--- config.mk ---
export PLATFORM = sky130hd
export DESIGN_NAME = spr_relay_ctrl
export DESIGN_NICKNAME = d
export VERILOG_FILES = /design/src/logic/spr_pkg.sv /design/src/logic/spr_relay_ctrl.sv
export SDC_FILE = /design/constraint.sdc
export NUM_CORES = 1
export LEC_CHECK = 0
export ABC_CLOCK_PERIOD_IN_PS = 8700
export BUFFER_PORTS_ARGS = -buffer_cell sky130_fd_sc_hd__clkbuf_2
export CAP_MARGIN = 20
export CORE_MARGIN = 2
export CORE_UTILIZATION = 30
export CTS_BUF_LIST = sky130_fd_sc_hd__clkbuf_16
export CTS_CLUSTER_DIAMETER = 60
export CTS_CLUSTER_SIZE = 30
export DETAILED_ROUTE_END_ITERATION = 16
export REMOVE_ABC_BUFFERS = 1
export SYNTH_ARGS = -nofsm -noshare
export SYNTH_HDL_FRONTEND = slang
export SYNTH_SLANG_ARGS = --single-unit
--- constraint.sdc ---
create_clock -name pclk -period 8.7 [get_ports pclk]
set_input_delay 1.305 -clock pclk [delete_from_list [all_inputs] [get_ports pclk]]
set_output_delay 1.305 -clock pclk [all_outputs]
set_load 0.05 [all_outputs]
--- src/logic/spr_pkg.sv ---
// Constants and types for the two-channel setpoint relay controller.
// Assumes a 20 MHz pclk and a display bus in the pclk domain.
// Behaviour
// RULE1 - Status LEDs always show actual relay states
// RULE2 - Button tap shows selected setpoint two seconds
// RULE3 - Held raise/lower button scrolls the setpoint
// RULE4 - Scroll slow, faster after crossing a decade
// RULE5 - Two seconds after release: pressure, store
// RULE6 - Ion gauge off releases both relays
// RULE7 - Polarity switch selects below or above activation
// RULE8 - Disable switch holds relay permanently off
// RULE9 - Setpoint two-digit mantissa, 1e-12 to 9e5
// RULE10 - Setpoints compared raw, unit change ignored
// RULE11 - Degas freezes relay evaluation pressure
// RULE12 - Below: on under setpoint, off past hysteresis
// RULE13 - Hysteresis is 10 percent, rounded half up
// RULE14 - Shown setpoint never taken as pressure
// RULE15 - Override right forces on, left off
// RULE16 - Working setpoint copies kept in internal RAM
// RULE17 - Above polarity mirrors the hysteresis band
// RULE18 - Re-evaluate on each new pressure value
`default_nettype none
package spr_pkg;
   // Clock and panel timing
   localparam int unsigned CLK_HZ = 20_000_000;
   localparam int unsigned HOLD_MS = 2000;
   localparam int unsigned SLOW_MS = 400;
   localparam int unsigned FAST_MS = 100;
   localparam int unsigned HOLD_CYC = CLK_HZ / 1000 * HOLD_MS;
   localparam int unsigned SLOW_CYC = CLK_HZ / 1000 * SLOW_MS;
   localparam int unsigned FAST_CYC = CLK_HZ / 1000 * FAST_MS;
   localparam int CNT_W = 26;
   // Value format: biased exponent above a 10..99 mantissa
   localparam int MANT_W = 7;
   localparam int EXP_W = 5;
   localparam int KEY_W = 12;
   localparam logic [6:0] MANT_MIN = 7'h0a;
   localparam logic [6:0] MANT_MAX = 7'h63;
   localparam logic [6:0] MANT_TOP = 7'h5a;
   localparam logic [4:0] EXP_MIN = 5'h04;
   localparam logic [4:0] EXP_MAX = 5'h15;
   localparam logic [6:0] RST_MANT = 7'h0a;
   localparam logic [4:0] RST_EXP = 5'h0a;
   // APB map and fields
   localparam logic [7:0] REG_SP0 = 8'h00;
   localparam logic [7:0] REG_SP1 = 8'h04;
   localparam logic [7:0] REG_STAT = 8'h08;
   localparam logic [7:0] REG_PRESS = 8'h0c;
   localparam int SP_EXP_LSB = 8;
   // Panel sequencer states
   typedef enum logic [2:0] {
      ST_IDLE = 3'h1,
      ST_HELD = 3'h2,
      ST_SHOW = 3'h4
   } spr_state_t;
endpackage
`default_nettype wire

--- src/logic/spr_relay_ctrl.sv ---
// Two-channel setpoint relay controller with APB access to setpoints.
// Assumes panel switches are asynchronous and the display bus is on pclk.
//
// The implementer's own choices: the APB register port and the register addresses.
`timescale 1ns/1ps
`default_nettype none
module spr_relay_ctrl #(
   parameter int unsigned HOLD_CYC = spr_pkg::HOLD_CYC,
   parameter int unsigned SLOW_CYC = spr_pkg::SLOW_CYC,
   parameter int unsigned FAST_CYC = spr_pkg::FAST_CYC
) (
   input wire logic pclk,
   input wire logic presetn,
   input wire logic [7:0] paddr,
   input wire logic psel,
   input wire logic penable,
   input wire logic pwrite,
   input wire logic [31:0] pwdata,
   output logic [31:0] prdata,
   output logic pready,
   output logic pslverr,
   input wire logic disp_valid,
   input wire logic [6:0] disp_mant,
   input wire logic [4:0] disp_exp,
   input wire logic btn_raise,
   input wire logic btn_lower,
   input wire logic chan_sel,
   input wire logic [1:0] ovr_right,
   input wire logic [1:0] ovr_left,
   input wire logic [1:0] polarity_sw,
   input wire logic [1:0] channel_one_disable_pair,
   input wire logic [1:0] channel_two_disable_pair,
   input wire logic ionization_sensor,
   input wire logic degas_active,
   output logic relay_channel_one,
   output logic relay_channel_two,
   output logic [1:0] led_status,
   output logic show_setpoint,
   output logic [6:0] shown_mant,
   output logic [4:0] shown_exp,
   output logic nv_write,
   output logic nv_chan,
   output logic [6:0] nv_mant,
   output logic [4:0] nv_exp
);
   localparam int CW = spr_pkg::CNT_W;
   localparam int KW = spr_pkg::KEY_W;

   // Panel pins, two flops each before use
   logic [14:0] meta_r;
   logic [14:0] sync_r;
   logic raise_s, lower_s, chan_s, ig_s, degas_s, btn_s;
   logic [1:0] right_s, left_s, pol_s, dis_s;
   assign raise_s = sync_r[0];
   assign lower_s = sync_r[1];
   assign chan_s = sync_r[2];
   assign right_s = sync_r[4:3];
   assign left_s = sync_r[6:5];
   assign pol_s = sync_r[8:7];
   // A channel is off only with both switches of its pair on
   assign dis_s = {&sync_r[12:11], &sync_r[10:9]};
   assign ig_s = sync_r[13];
   assign degas_s = sync_r[14];
   assign btn_s = raise_s | lower_s;

   // Synchroniser chain
   always_ff @(posedge pclk or negedge presetn) begin
      if (!presetn) begin
         meta_r <= 15'h0000;
         sync_r <= 15'h0000;
      end else begin
         meta_r <= {degas_active, ionization_sensor, channel_two_disable_pair,
                    channel_one_disable_pair, polarity_sw, ovr_left, ovr_right,
                    chan_sel, btn_lower, btn_raise};
         sync_r <= meta_r;
      end
   end

   // State registers and their next values
   spr_pkg::spr_state_t state_r, state_nxt;
   logic chan_r, chan_nxt;
   logic fast_r, fast_nxt;
   logic [CW-1:0] rate_r, rate_nxt;
   logic [CW-1:0] hold_r, hold_nxt;
   logic [6:0] sp_m_r [2];   // Working setpoint copies
   logic [6:0] sp_m_nxt [2];
   logic [4:0] sp_e_r [2];
   logic [4:0] sp_e_nxt [2];
   logic [KW-1:0] press_r, press_nxt;   // Last real pressure
   logic eval_r, eval_nxt;
   logic [1:0] act_r, act_nxt;   // Automatic decisions
   logic [1:0] rel_nxt;
   logic show_r, show_nxt;
   logic [6:0] shm_r, shm_nxt;
   logic [4:0] she_r, she_nxt;
   logic nvw_r, nvw_nxt;
   logic nvc_r, nvc_nxt;
   logic [6:0] nvm_r, nvm_nxt;
   logic [4:0] nve_r, nve_nxt;
   logic [31:0] prdata_r, prdata_nxt;
   logic pready_r, pready_nxt;
   logic pslverr_r, pslverr_nxt;
   logic rel1_r, rel2_r;
   logic [1:0] led_r;

   // Fold a threshold back into the 10..99 mantissa range
   function automatic logic [KW-1:0] thr(input logic [7:0] t, input logic [4:0] e);
      logic [7:0] q;
      logic [7:0] p;
      q = t / 8'h0a;
      p = 8'(t * 8'h0a);
      if (t >= 8'h64) begin
         thr = {5'(e + 5'h01), q[6:0]};
      end else if (t < 8'h0a) begin
         thr = {5'(e - 5'h01), p[6:0]};
      end else begin
         thr = {e, t[6:0]};
      end
   endfunction

   // Accepted setpoint range check
   function automatic logic sp_ok(input logic [6:0] m, input logic [4:0] e);
      sp_ok = (m >= spr_pkg::MANT_MIN) && (m <= spr_pkg::MANT_MAX) &&
              (e >= spr_pkg::EXP_MIN) && (e <= spr_pkg::EXP_MAX) &&
              !((e == spr_pkg::EXP_MAX) && (m > spr_pkg::MANT_TOP));
   endfunction

   // Per channel hysteresis and relay selection
   logic [KW-1:0] sp_key [2];
   logic [KW-1:0] hi_key [2];
   logic [KW-1:0] lo_key [2];
   logic [7:0] hyst [2];
   for (genvar g = 0; g < 2; g++) begin : g_chan
      // Raw comparison: units never enter into it [RULE10]
      assign sp_key[g] = {sp_e_r[g], sp_m_r[g]};
      // Ten percent, one digit, half rounds up [RULE13]
      assign hyst[g] = 8'(({1'b0, sp_m_r[g]} + 8'h05) / 8'h0a);
      // Release point one count past setpoint plus band [RULE12]
      assign hi_key[g] = thr(8'({1'b0, sp_m_r[g]} + hyst[g] + 8'h01), sp_e_r[g]);
      // Mirrored band for above polarity [RULE17]
      assign lo_key[g] = thr(8'({1'b0, sp_m_r[g]} - hyst[g] - 8'h01), sp_e_r[g]);
      // Decision only moves on a fresh pressure sample [RULE18] [RULE7]
      assign act_nxt[g] = !eval_r ? act_r[g] :
         !pol_s[g] ? ((press_r < sp_key[g]) ? 1'b1 :
                      (press_r >= hi_key[g]) ? 1'b0 : act_r[g]) :
                     ((press_r > sp_key[g]) ? 1'b1 :
                      (press_r <= lo_key[g]) ? 1'b0 : act_r[g]);
      // Gauge off, then disable, then override, then automatic [RULE6] [RULE8] [RULE15]
      assign rel_nxt[g] = ig_s && !dis_s[g] &&
         ((right_s[g] && !left_s[g]) ? 1'b1 :
          (left_s[g] && !right_s[g]) ? 1'b0 : act_r[g]);
   end

   // Sequencer, setpoint RAM, pressure capture and APB slave
   always_comb begin
      logic [6:0] m;
      logic [4:0] e;
      logic [CW-1:0] per;
      logic setup;
      logic wr_ok;
      m = sp_m_r[chan_r];
      e = sp_e_r[chan_r];
      per = fast_r ? CW'(FAST_CYC) : CW'(SLOW_CYC);
      setup = psel && !penable;
      wr_ok = sp_ok(pwdata[6:0], pwdata[12:8]);
      state_nxt = state_r;
      chan_nxt = chan_r;
      fast_nxt = fast_r;
      rate_nxt = rate_r;
      hold_nxt = hold_r;
      sp_m_nxt = sp_m_r;
      sp_e_nxt = sp_e_r;
      show_nxt = show_r;
      nvw_nxt = 1'b0;
      nvc_nxt = nvc_r;
      nvm_nxt = nvm_r;
      nve_nxt = nve_r;
      press_nxt = press_r;
      eval_nxt = 1'b0;
      // Only real pressure while no setpoint is shown, none in degas [RULE14] [RULE11]
      if (disp_valid && !show_r && !degas_s) begin
         press_nxt = {disp_exp, disp_mant};
         eval_nxt = 1'b1;
      end
      // APB answers in the access cycle after setup
      pready_nxt = setup;
      pslverr_nxt = 1'b0;
      prdata_nxt = 32'h0000_0000;
      if (setup) begin
         if (paddr == spr_pkg::REG_SP0 || paddr == spr_pkg::REG_SP1) begin
            pslverr_nxt = pwrite && !wr_ok;
            if (!pwrite) begin
               prdata_nxt = {19'h0_0000, sp_e_r[paddr[2]], 1'b0, sp_m_r[paddr[2]]};
            end
         end else if (paddr == spr_pkg::REG_STAT) begin
            prdata_nxt = {24'h00_0000, ig_s, degas_s, chan_r, show_r, act_r,
                          rel2_r, rel1_r};
         end else if (paddr == spr_pkg::REG_PRESS) begin
            prdata_nxt = {20'h0_0000, press_r};
         end else begin
            pslverr_nxt = 1'b1;
         end
      end
      // Write takes effect at the completing edge; a scroll step overrides it
      if (psel && penable && pready_r && pwrite && !pslverr_r &&
          (paddr == spr_pkg::REG_SP0 || paddr == spr_pkg::REG_SP1)) begin
         sp_m_nxt[paddr[2]] = pwdata[6:0];
         sp_e_nxt[paddr[2]] = pwdata[12:8];
      end
      case (state_r)
         spr_pkg::ST_IDLE: begin
            // Any press brings up the selected setpoint [RULE2]
            if (btn_s) begin
               state_nxt = spr_pkg::ST_HELD;
               chan_nxt = chan_s;
               fast_nxt = 1'b0;
               rate_nxt = '0;
               show_nxt = 1'b1;
            end
         end
         spr_pkg::ST_HELD: begin
            if (!btn_s) begin
               state_nxt = spr_pkg::ST_SHOW;
               hold_nxt = '0;
            end else if (rate_r == CW'(per - CW'(1))) begin
               rate_nxt = '0;
               // One step per period, clamped to the legal range [RULE3] [RULE9]
               if (raise_s) begin
                  if (e == spr_pkg::EXP_MAX && m >= spr_pkg::MANT_TOP) begin
                     m = spr_pkg::MANT_TOP;
                  end else if (m == spr_pkg::MANT_MAX) begin
                     m = spr_pkg::MANT_MIN;
                     e = 5'(e + 5'h01);
                     fast_nxt = 1'b1;   // Decade crossed [RULE4]
                  end else begin
                     m = 7'(m + 7'h01);
                  end
               end else begin
                  if (e == spr_pkg::EXP_MIN && m == spr_pkg::MANT_MIN) begin
                     m = spr_pkg::MANT_MIN;
                  end else if (m == spr_pkg::MANT_MIN) begin
                     m = spr_pkg::MANT_MAX;
                     e = 5'(e - 5'h01);
                     fast_nxt = 1'b1;   // Decade crossed [RULE4]
                  end else begin
                     m = 7'(m - 7'h01);
                  end
               end
               // Working copy in RAM feeds compare and display [RULE16]
               sp_m_nxt[chan_r] = m;
               sp_e_nxt[chan_r] = e;
            end else begin
               rate_nxt = CW'(rate_r + CW'(1));
            end
         end
         spr_pkg::ST_SHOW: begin
            if (btn_s) begin
               // Every new hold starts slow again [RULE4]
               state_nxt = spr_pkg::ST_HELD;
               chan_nxt = chan_s;
               fast_nxt = 1'b0;
               rate_nxt = '0;
            end else if (hold_r == CW'(HOLD_CYC - 1)) begin
               // Back to pressure and commit to storage [RULE5]
               state_nxt = spr_pkg::ST_IDLE;
               show_nxt = 1'b0;
               nvw_nxt = 1'b1;
               nvc_nxt = chan_r;
               nvm_nxt = sp_m_r[chan_r];
               nve_nxt = sp_e_r[chan_r];
            end else begin
               hold_nxt = CW'(hold_r + CW'(1));
            end
         end
         default: begin
            state_nxt = spr_pkg::ST_IDLE;
         end
      endcase
      shm_nxt = sp_m_r[chan_r];
      she_nxt = sp_e_r[chan_r];
   end

   // Register everything
   always_ff @(posedge pclk or negedge presetn) begin
      if (!presetn) begin
         state_r <= spr_pkg::ST_IDLE;
         chan_r <= 1'b0;
         fast_r <= 1'b0;
         rate_r <= '0;
         hold_r <= '0;
         sp_m_r <= '{spr_pkg::RST_MANT, spr_pkg::RST_MANT};
         sp_e_r <= '{spr_pkg::RST_EXP, spr_pkg::RST_EXP};
         press_r <= '0;
         eval_r <= 1'b0;
         act_r <= 2'h0;
         show_r <= 1'b0;
         shm_r <= 7'h00;
         she_r <= 5'h00;
         nvw_r <= 1'b0;
         nvc_r <= 1'b0;
         nvm_r <= 7'h00;
         nve_r <= 5'h00;
         prdata_r <= 32'h0000_0000;
         pready_r <= 1'b0;
         pslverr_r <= 1'b0;
         rel1_r <= 1'b0;
         rel2_r <= 1'b0;
         led_r <= 2'h0;
      end else begin
         state_r <= state_nxt;
         chan_r <= chan_nxt;
         fast_r <= fast_nxt;
         rate_r <= rate_nxt;
         hold_r <= hold_nxt;
         sp_m_r <= sp_m_nxt;
         sp_e_r <= sp_e_nxt;
         press_r <= press_nxt;
         eval_r <= eval_nxt;
         act_r <= act_nxt;
         show_r <= show_nxt;
         shm_r <= shm_nxt;
         she_r <= she_nxt;
         nvw_r <= nvw_nxt;
         nvc_r <= nvc_nxt;
         nvm_r <= nvm_nxt;
         nve_r <= nve_nxt;
         prdata_r <= prdata_nxt;
         pready_r <= pready_nxt;
         pslverr_r <= pslverr_nxt;
         rel1_r <= rel_nxt[0];
         rel2_r <= rel_nxt[1];
         led_r <= rel_nxt;   // LEDs mirror the driven relays [RULE1]
      end
   end

   assign prdata = prdata_r;
   assign pready = pready_r;
   assign pslverr = pslverr_r;
   assign relay_channel_one = rel1_r;
   assign relay_channel_two = rel2_r;
   assign led_status = led_r;
   assign show_setpoint = show_r;
   assign shown_mant = shm_r;
   assign shown_exp = she_r;
   assign nv_write = nvw_r;
   assign nv_chan = nvc_r;
   assign nv_mant = nvm_r;
   assign nv_exp = nve_r;
endmodule // spr_relay_ctrl
`default_nettype wire
# After elaboration in Yosys (flattened, before gate mapping)

Index checks and enable logic that the tools add are counted.

$add $sub $neg: 21
Multiply operators: 4
Div/mod/pow operators: 6
$lt $le $gt $ge: 26
Equality and inequality tests: 28
Mux-type cells: 110
Bitwise gates (word level): 4
Reductions and logical operators: 57

Operator list:

| cell                                                                   | number |
|---|---|
| 26-bit 2-to-1 mux                                                      | 6 |
| 12-bit 2-to-1 mux                                                      | 10 |
| 7-bit 2-to-1 mux                                                       | 16 |
| 26-bit one-hot mux with 2 select lines                                 | 2 |
| 5-bit 2-to-1 mux                                                       | 16 |
| 32-bit 2-to-1 mux                                                      | 2 |
| 14-bit 2-to-1 mux                                                      | 4 |
| 26-bit by 1-bit adder with 26-bit output (second input constant)       | 2 |
| 8-bit by 4-bit divider with 8-bit output (second input constant)       | 6 |
| 10-bit 2-to-1 mux                                                      | 4 |
| 1-bit 2-to-1 mux                                                       | 33 |
| 8-bit by 7-bit >= comparator with 1-bit output (second input constant) | 4 |
| 8-bit by 4-bit < comparator with 1-bit output (second input constant)  | 4 |
| 8-bit by 3-bit multiplier with 6-bit output (second input constant)    | 4 |
| 14-bit bitwise mux                                                     | 2 |
| 26-bit == test                                                         | 1 |
| 26-bit == test (second input constant)                                 | 1 |
| 1-bit logical AND                                                      | 26 |
| 12-bit >= comparator                                                   | 2 |
| 12-bit > comparator                                                    | 2 |
| 12-bit <= comparator                                                   | 2 |
| 12-bit < comparator                                                    | 2 |
| 23-bit by 1-bit subtractor with 24-bit output (second input constant)  | 1 |
| 23-bit 2-to-1 mux                                                      | 1 |
| other kinds (50)                                                       | 103 |

Bits in registers: 191
Input port bits: 73
Output and inout bits: 65
Word-level logic and storage cells: 284

# Longest topological paths before layout

Gate-level depths: netlist of the first run.

Word-level depth: 15
Gate-level depth with buffers: 37
Gate-level depth less buffers: 37

# Worst setup path before layout of the first run

OpenSTA, ideal clock, no wires.

Kind: register to register
Start point: register sp_m_r, in the netlist sp_key[14]
End point: register act_r[0]
Library setup time: 129 ps
Arrival time: 7062 ps
Data required time: 8571 ps
Slack: 1509 ps
Cell stages (with the launch flop): 36
Path buffers: 2
Period minus slack after synthesis: 7191 ps
Path through: dfrtp_1 buf_2 a21oi_1 or2_0 xnor2_1 ha_1 o311ai_0 a21oi_1 xnor2_1 nor2_1 a22oi_1 a21oi_1 or3_1 ha_1 fa_1 nor2b_1 o21bai_1 and2_1 xnor2_1 buf_2 clkinv_1 ha_1 inv_1 fa_1 nor4_1 o21ai_0 ha_1 a21o_1 a21oi_1 nor2b_1 o21ai_0 nand2b_1 a21oi_1 o21ai_0 o211ai_1 nand3_1

Longest elaborated chain between the ends: 10
Elaborated cells on any way between the ends: 28
Those cells by class: add/sub: 5; mul: 2; div: 3; order compare: 8; eq/ne: 1; mux: 7; reduce/logical: 2

Ends and longest elaborated chain:

| what                                                          | RTL line              | RTL |
|---|---|---|
| start, declared                                               | spr_relay_ctrl.sv:85  | `logic [6:0] sp_m_r [2];` |
| start signal, assigned                                        | spr_relay_ctrl.sv:291 | `sp_m_r <= '{spr_pkg::RST_MANT, spr_pkg::RST_MANT};` |
| start signal, assigned                                        | spr_relay_ctrl.sv:315 | `sp_m_r <= sp_m_nxt;` |
| branches (longest 10 deep; another with 12-bit <= comparator) | --                    |  |
| end signal, assigned                                          | spr_relay_ctrl.sv:319 | `act_r <= act_nxt;` |
| end, declared                                                 | spr_relay_ctrl.sv:91  | `logic [1:0] act_r, act_nxt;` |

Parallel ways; which one is timed is not known.
A chain may end at the register's enable or synchronous reset.

# Worst setup path after layout of the first run

Start point: register sp_m_r, in the netlist sp_key[1]
End point: register act_r[1]

Same word-level chain as after synthesis.

==> impl_metrics.yaml, run 1 <==
power:
  ir_drop_uv: 152.9
  p_per_area_nw_per_um2: 149.5
  finalPower_mw: 2.364
  leakage_nw: 7.199
synthesis:
  syn_area_sq_um: 14160
  synth-main-ff-cell: "dfrtp_1"
  ys_types: 91
  syn-instance-count: 1659
  synth_edf_count: 0
  syn_avg_cell_area_sq_um: 8.536
  synth_seq_cells: 170
  yosysWarningCount: 0
  ys_seq_area_share_pct: 30.12
  async_flop_share_pct: 100.0
critical_path:
  worstPathArrival_ns: 8.41
  slowest_delay_ns: 0.69
  worst_setup_path_start_kind: "flop"
  critical_path_class: "reg2reg"
  cp.required_ns: 9.10
  cp_max_fo: 10
  slowest_stage: "dfstp_2"
  crit_path_end_kind: "flop"
  cp_common_cell: "ha_1"
route:
  dr.pass1.iters: 6
  viasPerCell: 5.349
  wl_per_cell_microns: 17.31
  post-route-drc-count: 0
  num_vias: 12565
  ant_nets: 0
  routed_wl_microns: 40670
  drt_iter0_markers: 889
global_routing:
  grt_pass1_vias: 11736
  grt_first_pass_wirelength_microns: 64700
  overflow: 0
  track_usage_pct: 16.41
  grt_max_degree: 111
  grt_antenna_before_repair: 5
final_layout:
  syn_to_final_growth_pct: 11.68
  layoutNonFillerInstCount: 2349
  drive_gt1_share_pct: 13.09
  final_cell_area_sq_um: 15820
  diodes: 0
  finalNetCount: 1943
  fin_util_pct: 33.97
  fill_cells: 4766
cts:
  cts.sinks: 170
  path_clk_slew_ns: 0.07
  hold_buffers: 0
  root_buffer: "clkbuf_16"
  clk-insertion-delay-late_ns: 0.46
  cts_tree: "built"
  cts.htree.levels: 4
  postCtsSetupBuffers: 0
  numCtsBuffers: 17
  cts.path.max_buffers: 2
  cts.repair.resized: 0
placement:
  pre_cts_ws_ns: 0.6692
  dp_cells: 2316
  post_dp_cell_area_sq_um: 15210
  gp_congestion: 0.8647
  dp_hpwl_microns: 30750
  io_buffers: 98
timing:
  hold_viol: 0
  period_share_pct: 92.13
  skew_ns: 0.01253
  setup_ws_ns: 0.6847
  timing.fmax_mhz: 124.8
  tns_ns: 0
  worstMarginPinSlew_ns: 1.020
  period_needed_ns: 8.015
  setup_viol: 0
  whs_ns: 0.3489
  slew_headroom_pct: 31.99
  rsz0062_at_grt: "false"
  report.final.slew_viol_count: 0
floorplan:
  pin_count: 138
  num_rows: 79
  coreArea_sq_um: 46560
  die_area_sq_um: 48960
  fp.dieH_microns: 221.3
  start_util_pct: 30.42
  die_w_microns: 221.3
status:
  status: "completed"
run:
  cap_violations: 0
worst_hold_path:
  hold_path.class: "reg2reg"
[final timing paths]
check / cells past startpoint / slack [ns] / endpoint / from
setup / recovery: 35 / 0.68 / act_r[1]$_DFFE_PN0P_ / sp_key[1]$_DFF_PN1_
hold / removal: 0 / 0.35 / sync_r[5]$_DFF_PN0_ / meta_r[5]$_DFF_PN0_
setup reg to reg: 35 / 0.68 / act_r[1]$_DFFE_PN0P_ / sp_key[1]$_DFF_PN1_
hold reg to reg: 0 / 0.35 / sync_r[5]$_DFF_PN0_ / meta_r[5]$_DFF_PN0_
max in group asynchronous: 2 / 6.34 / meta_r[7]$_DFF_PN0_ / presetn
min in group asynchronous: 1 / 0.94 / meta_r[0]$_DFF_PN0_ / presetn
[report_power, final]
group | internal, mW | total (mW) | switching, mW
Clock | 0.405 | 0.765 | 0.360
Sequential | 0.839 | 0.970 | 0.130
Combinational | 0.256 | 0.629 | 0.373
Total | 1.50 | 2.36 | 0.864
[metal layers]
metal / global-route usage [%] / wire length [microns] / vias up
li1: - / - / 6106
met1: 22.76 / 19220 / 6086
met2: 25.29 / 18060 / 324
met3: 4.342 / 2752 / 39
met4: 4.070 / 586 / 10
met5: 0 / 57 / -
[flip-flops by register name, summed over array words and instances, names as in the netlist, 10 cells and up]
name	count
press_r	12
rate_r	26
meta_r	15
prdata	13
sp_e_r	10
sp_key	14
hold_r	26
sync_r	15
[area by class of cell]
class	count	area [sq um]	share of cell area [%]
tap	607	759.5	4.802
timing repair buffer	120	661.9	4.185
clock buffer	17	425.4	2.690
sequential	170	4265	26.97
inverter	106	397.9	2.516
multi-input combinational	1314	9149	57.85
clock inverter	15	156.4	0.9889
[cell usage after synthesis, drive strengths merged, types with 11 or more instances]
library cell | instances | share of area, %
and3 | 20 | 0.88
mux2i | 34 | 2.4
xnor2 | 66 | 4.2
mux2 | 34 | 2.7
a221oi | 17 | 1.1
o31ai | 11 | 0.58
clkbuf | 41 | 1.1
nand2 | 160 | 4.2
nand4 | 32 | 1.5
o21ai | 120 | 4.2
ha | 133 | 12
dfrtp | 161 | 28
nor3 | 46 | 1.7
nor4 | 15 | 0.66
a211oi | 13 | 0.69
nand3 | 44 | 1.6
xor2 | 29 | 1.8
nor2b | 17 | 0.75
or3 | 14 | 0.62
o211ai | 18 | 0.95
a21o | 27 | 1.4
a31oi | 19 | 0.84
inv | 102 | 2.7
a21oi | 90 | 3.3
buf | 46 | 2.1
nand2b | 21 | 0.93
o21a | 13 | 0.69
nor2 | 133 | 3.5
a22oi | 12 | 0.64
[logic make-up (layout without fill, tap and decap cells)]
kind of cell	Yosys count	in the layout	synth area share (%)
adder cells (fa/ha/maj)	146	146	13.24
buffers and inverters	193	258	5.982
multiplexers	68	68	5.107
XOR/XNOR	95	95	6.035
other	1	19	0.02648
AO/OA/AOI/OAI	428	428	20.03
flip-flops	170	170	30.12
AND/OR/NAND/NOR	558	558	19.46
[cell usage in the layout, fill, tap and decap left out, types with 12 or more instances in the layout]
cell         n
a211oi_1    12
a21o_1      27
a21oi_1     89
a221oi_1    17
a31oi_1     19
and3_1      20
buf_4       22
clkbuf_16   17
clkbuf_2    97
conb_1      19
dfrtp_1    161
ha_1       133
inv_1       98
mux2_2      34
mux2i_1     34
nand2_1    160
nand2b_1    21
nand3_1     44
nand4_1     31
nor2_1     133
nor2b_1     17
nor3_1      43
nor4_1      15
o211ai_1    18
o21a_1      13
o21ai_0    115
or3_1       14
xnor2_1     64
xor2_1      27
[worst max-delay path: cells and delay by family, from the launching register on]
family	cells	cell delay, ns
multiplexers	1	0.22
adder cells (fa/ha/maj)	6	1.84
AO/OA/AOI/OAI	18	3.53
flip-flops	1	0.69
AND/OR/NAND/NOR	4	0.63
buffers and inverters	2	0.23
XOR/XNOR	4	0.78
Note: power is estimated with default switching activity, not from simulation.
==> run 2: changes to the inputs <==
--- a/config.mk
+++ b/config.mk
@@ -5,7 +5,7 @@
 export SDC_FILE = /design/constraint.sdc
 export NUM_CORES = 1
 export LEC_CHECK = 0
-export ABC_CLOCK_PERIOD_IN_PS = 8700
+export ABC_CLOCK_PERIOD_IN_PS = 9520
 export BUFFER_PORTS_ARGS = -buffer_cell sky130_fd_sc_hd__clkbuf_2
 export CAP_MARGIN = 20
 export CORE_MARGIN = 2
==> constraint.sdc (replaced) <==
create_clock -name pclk -period 9.52 [get_ports pclk]
set_input_delay 1.428 -clock pclk [delete_from_list [all_inputs] [get_ports pclk]]
set_output_delay 1.428 -clock pclk [all_outputs]
set_load 0.05 [all_outputs]
==> impl_metrics.yaml, run 2 (synthesis results as in run 1) <==
route:
  post-route-drc-count: 0
  viasPerCell: 5.344
  num_vias: 12505
  drt_iter0_markers: 970
  wl_per_cell_microns: 17.34
  routed_wl_microns: 40580
  dr.pass1.iters: 6
  ant_nets: 0
floorplan:
  die_area_sq_um: 48960
  fp.dieH_microns: 221.3
  num_rows: 79
  start_util_pct: 30.42
  die_w_microns: 221.3
  coreArea_sq_um: 46560
  pin_count: 138
global_routing:
  grt_pass1_vias: 12054
  grt_antenna_before_repair: 5
  grt_max_degree: 65
  overflow: 0
  grt_first_pass_wirelength_microns: 65420
  track_usage_pct: 16.56
critical_path:
  worst_setup_path_start_kind: "flop"
  cp_common_cell: "ha_1"
  cp_top_family: "adder cells"
  cp.required_ns: 9.86
  slowest_delay_ns: 0.67
  cp_num_buf_inv: 2
  r2r_setup_slack_ns: 0.92
  critical_path_class: "reg2reg"
  worstPathArrival_ns: 8.94
  crit_path_end_kind: "flop"
  slowest_stage: "dfstp_2"
  cp_max_fo: 12
final_layout:
  finalNetCount: 1934
  reg_top3: "hold_r (26), rate_r (26)"
  fill_cells: 4812
  multi_input_area_sq_um: 9131
  final_common_cell: "dfrtp_1"
  syn_to_final_growth_pct: 11.27
  layoutNonFillerInstCount: 2340
  drive_gt1_share_pct: 12.52
  diodes: 0
  ff_latch_area_sq_um: 4265
  final_cell_mix: "dfrtp_1, nand2_1, nor2_1, ha_1, o21ai_0"
placement:
  io_buffers: 98
  dp_cells: 2307
  dp_hpwl_microns: 30900
  gp_congestion: 0.8590
cts:
  cts.repair.resized: 0
  cts.htree.levels: 4
  path_clk_slew_ns: 0.07
  cts.path.max_buffers: 2
  hold_buffers: 0
  cts_tree: "built"
  postCtsSetupBuffers: 0
  numCtsBuffers: 17
  root_buffer: "clkbuf_16"
  cts.sinks: 170
  clk-insertion-delay-late_ns: 0.46
timing:
  period_share_pct: 90.32
  setup_viol: 0
  hold_viol: 0
  slew_headroom_pct: 24.99
  rsz0062_at_grt: "false"
  report.final.slew_viol_count: 0
  tns_ns: 0
  timing.fmax_mhz: 116.3
  worstMarginPinSlew_ns: 1.118
  period_needed_ns: 8.599
  skew_ns: 0.009172
worst_hold_path:
  hold_path.class: "reg2reg"
power:
  p_per_area_nw_per_um2: 138.5
  finalPower_mw: 2.182
  leakage_nw: 7.156
  ir_drop_uv: 134.1
run:
  cap_violations: 0
status:
  status: "completed"
-- run 2: worst paths after layout --
kind,from,endpoint,cells after the start
min in group asynchronous,presetn,meta_r[0]$_DFF_PN0_,1
min,meta_r[7]$_DFF_PN0_,sync_r[7]$_DFF_PN0_,0
max,sp_key[13]$_DFF_PN1_,act_r[0]$_DFFE_PN0P_,34
max reg2reg,sp_key[13]$_DFF_PN1_,act_r[0]$_DFFE_PN0P_,34
min reg2reg,meta_r[7]$_DFF_PN0_,sync_r[7]$_DFF_PN0_,0
max in group asynchronous,presetn,press_r[2]$_DFFE_PN0P_,2
-- run 2: cell type report --
type,instances,share of cell area [%]
clock buffer,17,2.700
clock inverter,15,1.167
inverter,106,2.525
multi-input combinational,1314,57.95
sequential,170,27.07
tap,607,4.820
timing repair buffer,111,3.772
-- run 2: power breakdown --
group	switching [mW]	internal, mW	total, mW
Sequential	0.117	0.767	0.884
Clock	0.329	0.397	0.726
Combinational	0.339	0.232	0.572
Total	0.785	1.40	2.18
-- run 2: stage by stage --
step                utilization (%)  setup slack [ns]  hold slack [ns]  cell area, sq um
floorplan                         -             2.126           0.3312             13780
global placement              32.52             1.227           0.3360             15140
detailed placement            32.52             1.049           0.3379             15140
CTS                           33.83             1.003           0.3504             15750
global route                  33.85            0.2073           0.3585             15760
finish                        33.85            0.9212           0.3493             15760
-- run 2: metal layers --
| metal | part of all wire, % | GRT usage [%] | wire [microns] | vias to the layer above |
|---|---|---|---|---|
| met2 | 45 | 25.81 | 18070 | 354 |
| met3 | 6.9 | 4.090 | 2799 | 53 |
| met1 | 47 | 22.87 | 19050 | 5997 |
| met5 | 0.14 | 0 | 58 | - |
| met4 | 1.5 | 4.222 | 595 | 10 |
| li1 | - | - | - | 6091 |
==> run 3: changes to the inputs <==
--- a/config.mk
+++ b/config.mk
@@ -9,11 +9,12 @@
 export BUFFER_PORTS_ARGS = -buffer_cell sky130_fd_sc_hd__clkbuf_2
 export CAP_MARGIN = 20
 export CORE_MARGIN = 2
-export CORE_UTILIZATION = 30
+export CORE_UTILIZATION = 55
 export CTS_BUF_LIST = sky130_fd_sc_hd__clkbuf_16
 export CTS_CLUSTER_DIAMETER = 60
 export CTS_CLUSTER_SIZE = 30
 export DETAILED_ROUTE_END_ITERATION = 16
+export PLACE_DENSITY = 0.75
 export REMOVE_ABC_BUFFERS = 1
 export SYNTH_ARGS = -nofsm -noshare
 export SYNTH_HDL_FRONTEND = slang
==> impl_metrics.yaml, run 3 (synthesis results as in run 1) <==
status:
  status: "completed"
timing:
  hold_viol: 0
  period_needed_ns: 8.361
  report.final.slew_viol_count: 0
  rsz0062_at_grt: "false"
  skew_ns: 0.01606
  slew_headroom_pct: 27.77
  setup_viol: 0
  timing.fmax_mhz: 119.6
  tns_ns: 0
  period_share_pct: 87.82
  worstMarginPinSlew_ns: 1.079
floorplan:
  die_w_microns: 164.5
  fp.dieH_microns: 164.5
  num_rows: 58
  die_area_sq_um: 27050
  coreArea_sq_um: 25250
  start_util_pct: 56.07
  pin_count: 138
critical_path:
  slowest_stage: "a211oi_1"
  worstPathArrival_ns: 8.73
  cp_max_fo: 12
  cp.required_ns: 9.89
  critical_path_class: "reg2reg"
  slowest_delay_ns: 0.59
  worst_setup_path_start_kind: "flop"
  crit_path_end_kind: "flop"
final_layout:
  finalNetCount: 1932
  fin_util_pct: 61.11
  reg_top3: "hold_r (26), rate_r (26)"
  final_cell_mix: "dfrtp_1, nand2_1, nor2_1, ha_1, o21ai_0"
  syn_to_final_growth_pct: 8.986
  final_cell_area_sq_um: 15430
  final_common_cell: "dfrtp_1"
  drive_gt1_share_pct: 12.48
  fill_cells: 2189
cts:
  hold_buffers: 0
  postCtsSetupBuffers: 0
  cts.repair.resized: 0
  root_buffer: "clkbuf_16"
  cts.path.max_buffers: 2
  cts.sinks: 170
  cts_tree: "built"
  path_clk_slew_ns: 0.08
  numCtsBuffers: 17
  cts.htree.levels: 4
  clk-insertion-delay-late_ns: 0.44
route:
  post-route-drc-count: 0
  routed_wl_microns: 38560
  wl_per_cell_microns: 18.70
  num_vias: 12761
  viasPerCell: 6.189
  dr.pass1.iters: 5
  ant_nets: 0
  drt_iter0_markers: 1102
global_routing:
  grt_pass1_vias: 11831
  track_usage_pct: 28.39
  met2_usage_pct: 46.25
  gr-usage-met3_pct: 5.776
  grt_first_pass_wirelength_microns: 61200
  top_usage_layer: "met2"
  overflow: 0
  grt_max_degree: 97
  grt_antenna_before_repair: 2
  use_met1_pct: 38.73
power:
  p_per_area_nw_per_um2: 143.9
  ir_drop_uv: 162.2
  leakage_nw: 7.169
placement:
  io_buffers: 98
  dp_hpwl_microns: 28430
  gp_congestion: 0.9256
  post_dp_cell_area_sq_um: 14790
run:
  cap_violations: 0
worst_hold_path:
  hold_path.class: "reg2reg"
run 3: worst paths after layout:
kind                       slack, ns                       to                  from  depth (start not counted)
min                             0.35     sync_r[12]$_DFF_PN0_  meta_r[12]$_DFF_PN0_                          0
min in group asynchronous       1.08   press_r[6]$_DFFE_PN0P_               presetn                          1
max                             1.16     act_r[0]$_DFFE_PN0P_  sp_key[14]$_DFF_PN0_                         35
min reg2reg                     0.35     sync_r[12]$_DFF_PN0_  meta_r[12]$_DFF_PN0_                          0
max in group asynchronous       6.95  shown_mant[5]$_DFF_PN0_               presetn                          2
max reg2reg                     1.16     act_r[0]$_DFFE_PN0P_  sp_key[14]$_DFF_PN0_                         35
run 3: metal layers:
metal  share of wire (%)  wire length (microns)  up-vias
met5               0.031                     12        -
met4                 1.8                    697        2
met3                 7.5                   2873       64
met2                  47                  18000      463
met1                  44                  16980     6132
li1                    -                      -     6100
run 3: final cells by class:
| class | instances | area (sq um) | share of cell area [%] |
|---|---|---|---|
| diodes | 1 | 2.502 | 0.01621 |
| multi-input cells | 1314 | 9131 | 59.16 |
| well taps | 330 | 412.9 | 2.675 |
| repair buffers | 109 | 579.3 | 3.754 |
| clock inverters | 15 | 219.0 | 1.419 |
| clock buffers | 17 | 425.4 | 2.756 |
| flip-flops and latches | 170 | 4265 | 27.64 |
| inverters | 106 | 397.9 | 2.578 |
run 3: per-stage QoR:
stage / worst slack [ns] / power, mW / std cells / hold WS, ns
final: 1.159 / 2.221 / 2062 / 0.3494
after global routing: 0.4644 / 2.334 / 2062 / 0.3594
after detailed placement: 1.380 / 1.460 / 2029 / 0.3362
after CTS: 1.315 / 2.219 / 2061 / 0.3525
after global placement: 1.568 / 1.435 / 2029 / 0.3334
after floorplan: 2.126 / 1.248 / 1590 / 0.3312
run 3: worst max-delay path: cells and delay by family, from the launching register on:
family | cells | cell delay, ns
compound gates | 18 | 4.34
xor+xnor | 2 | 0.56
fa+ha+maj | 4 | 1.00
buf+inv | 1 | 0.14
flops | 1 | 0.56
mux | 1 | 0.12
simple gates | 9 | 1.56
run 3: power breakdown:
part / total [mW] / leakage [nW] / internal (mW) / switching, mW
clock: 0.761 / 0.315 / 0.409 / 0.352
combinational: 0.582 / 4.65 / 0.233 / 0.349
sequential: 0.877 / 2.20 / 0.767 / 0.110
total: 2.22 / 7.17 / 1.41 / 0.812
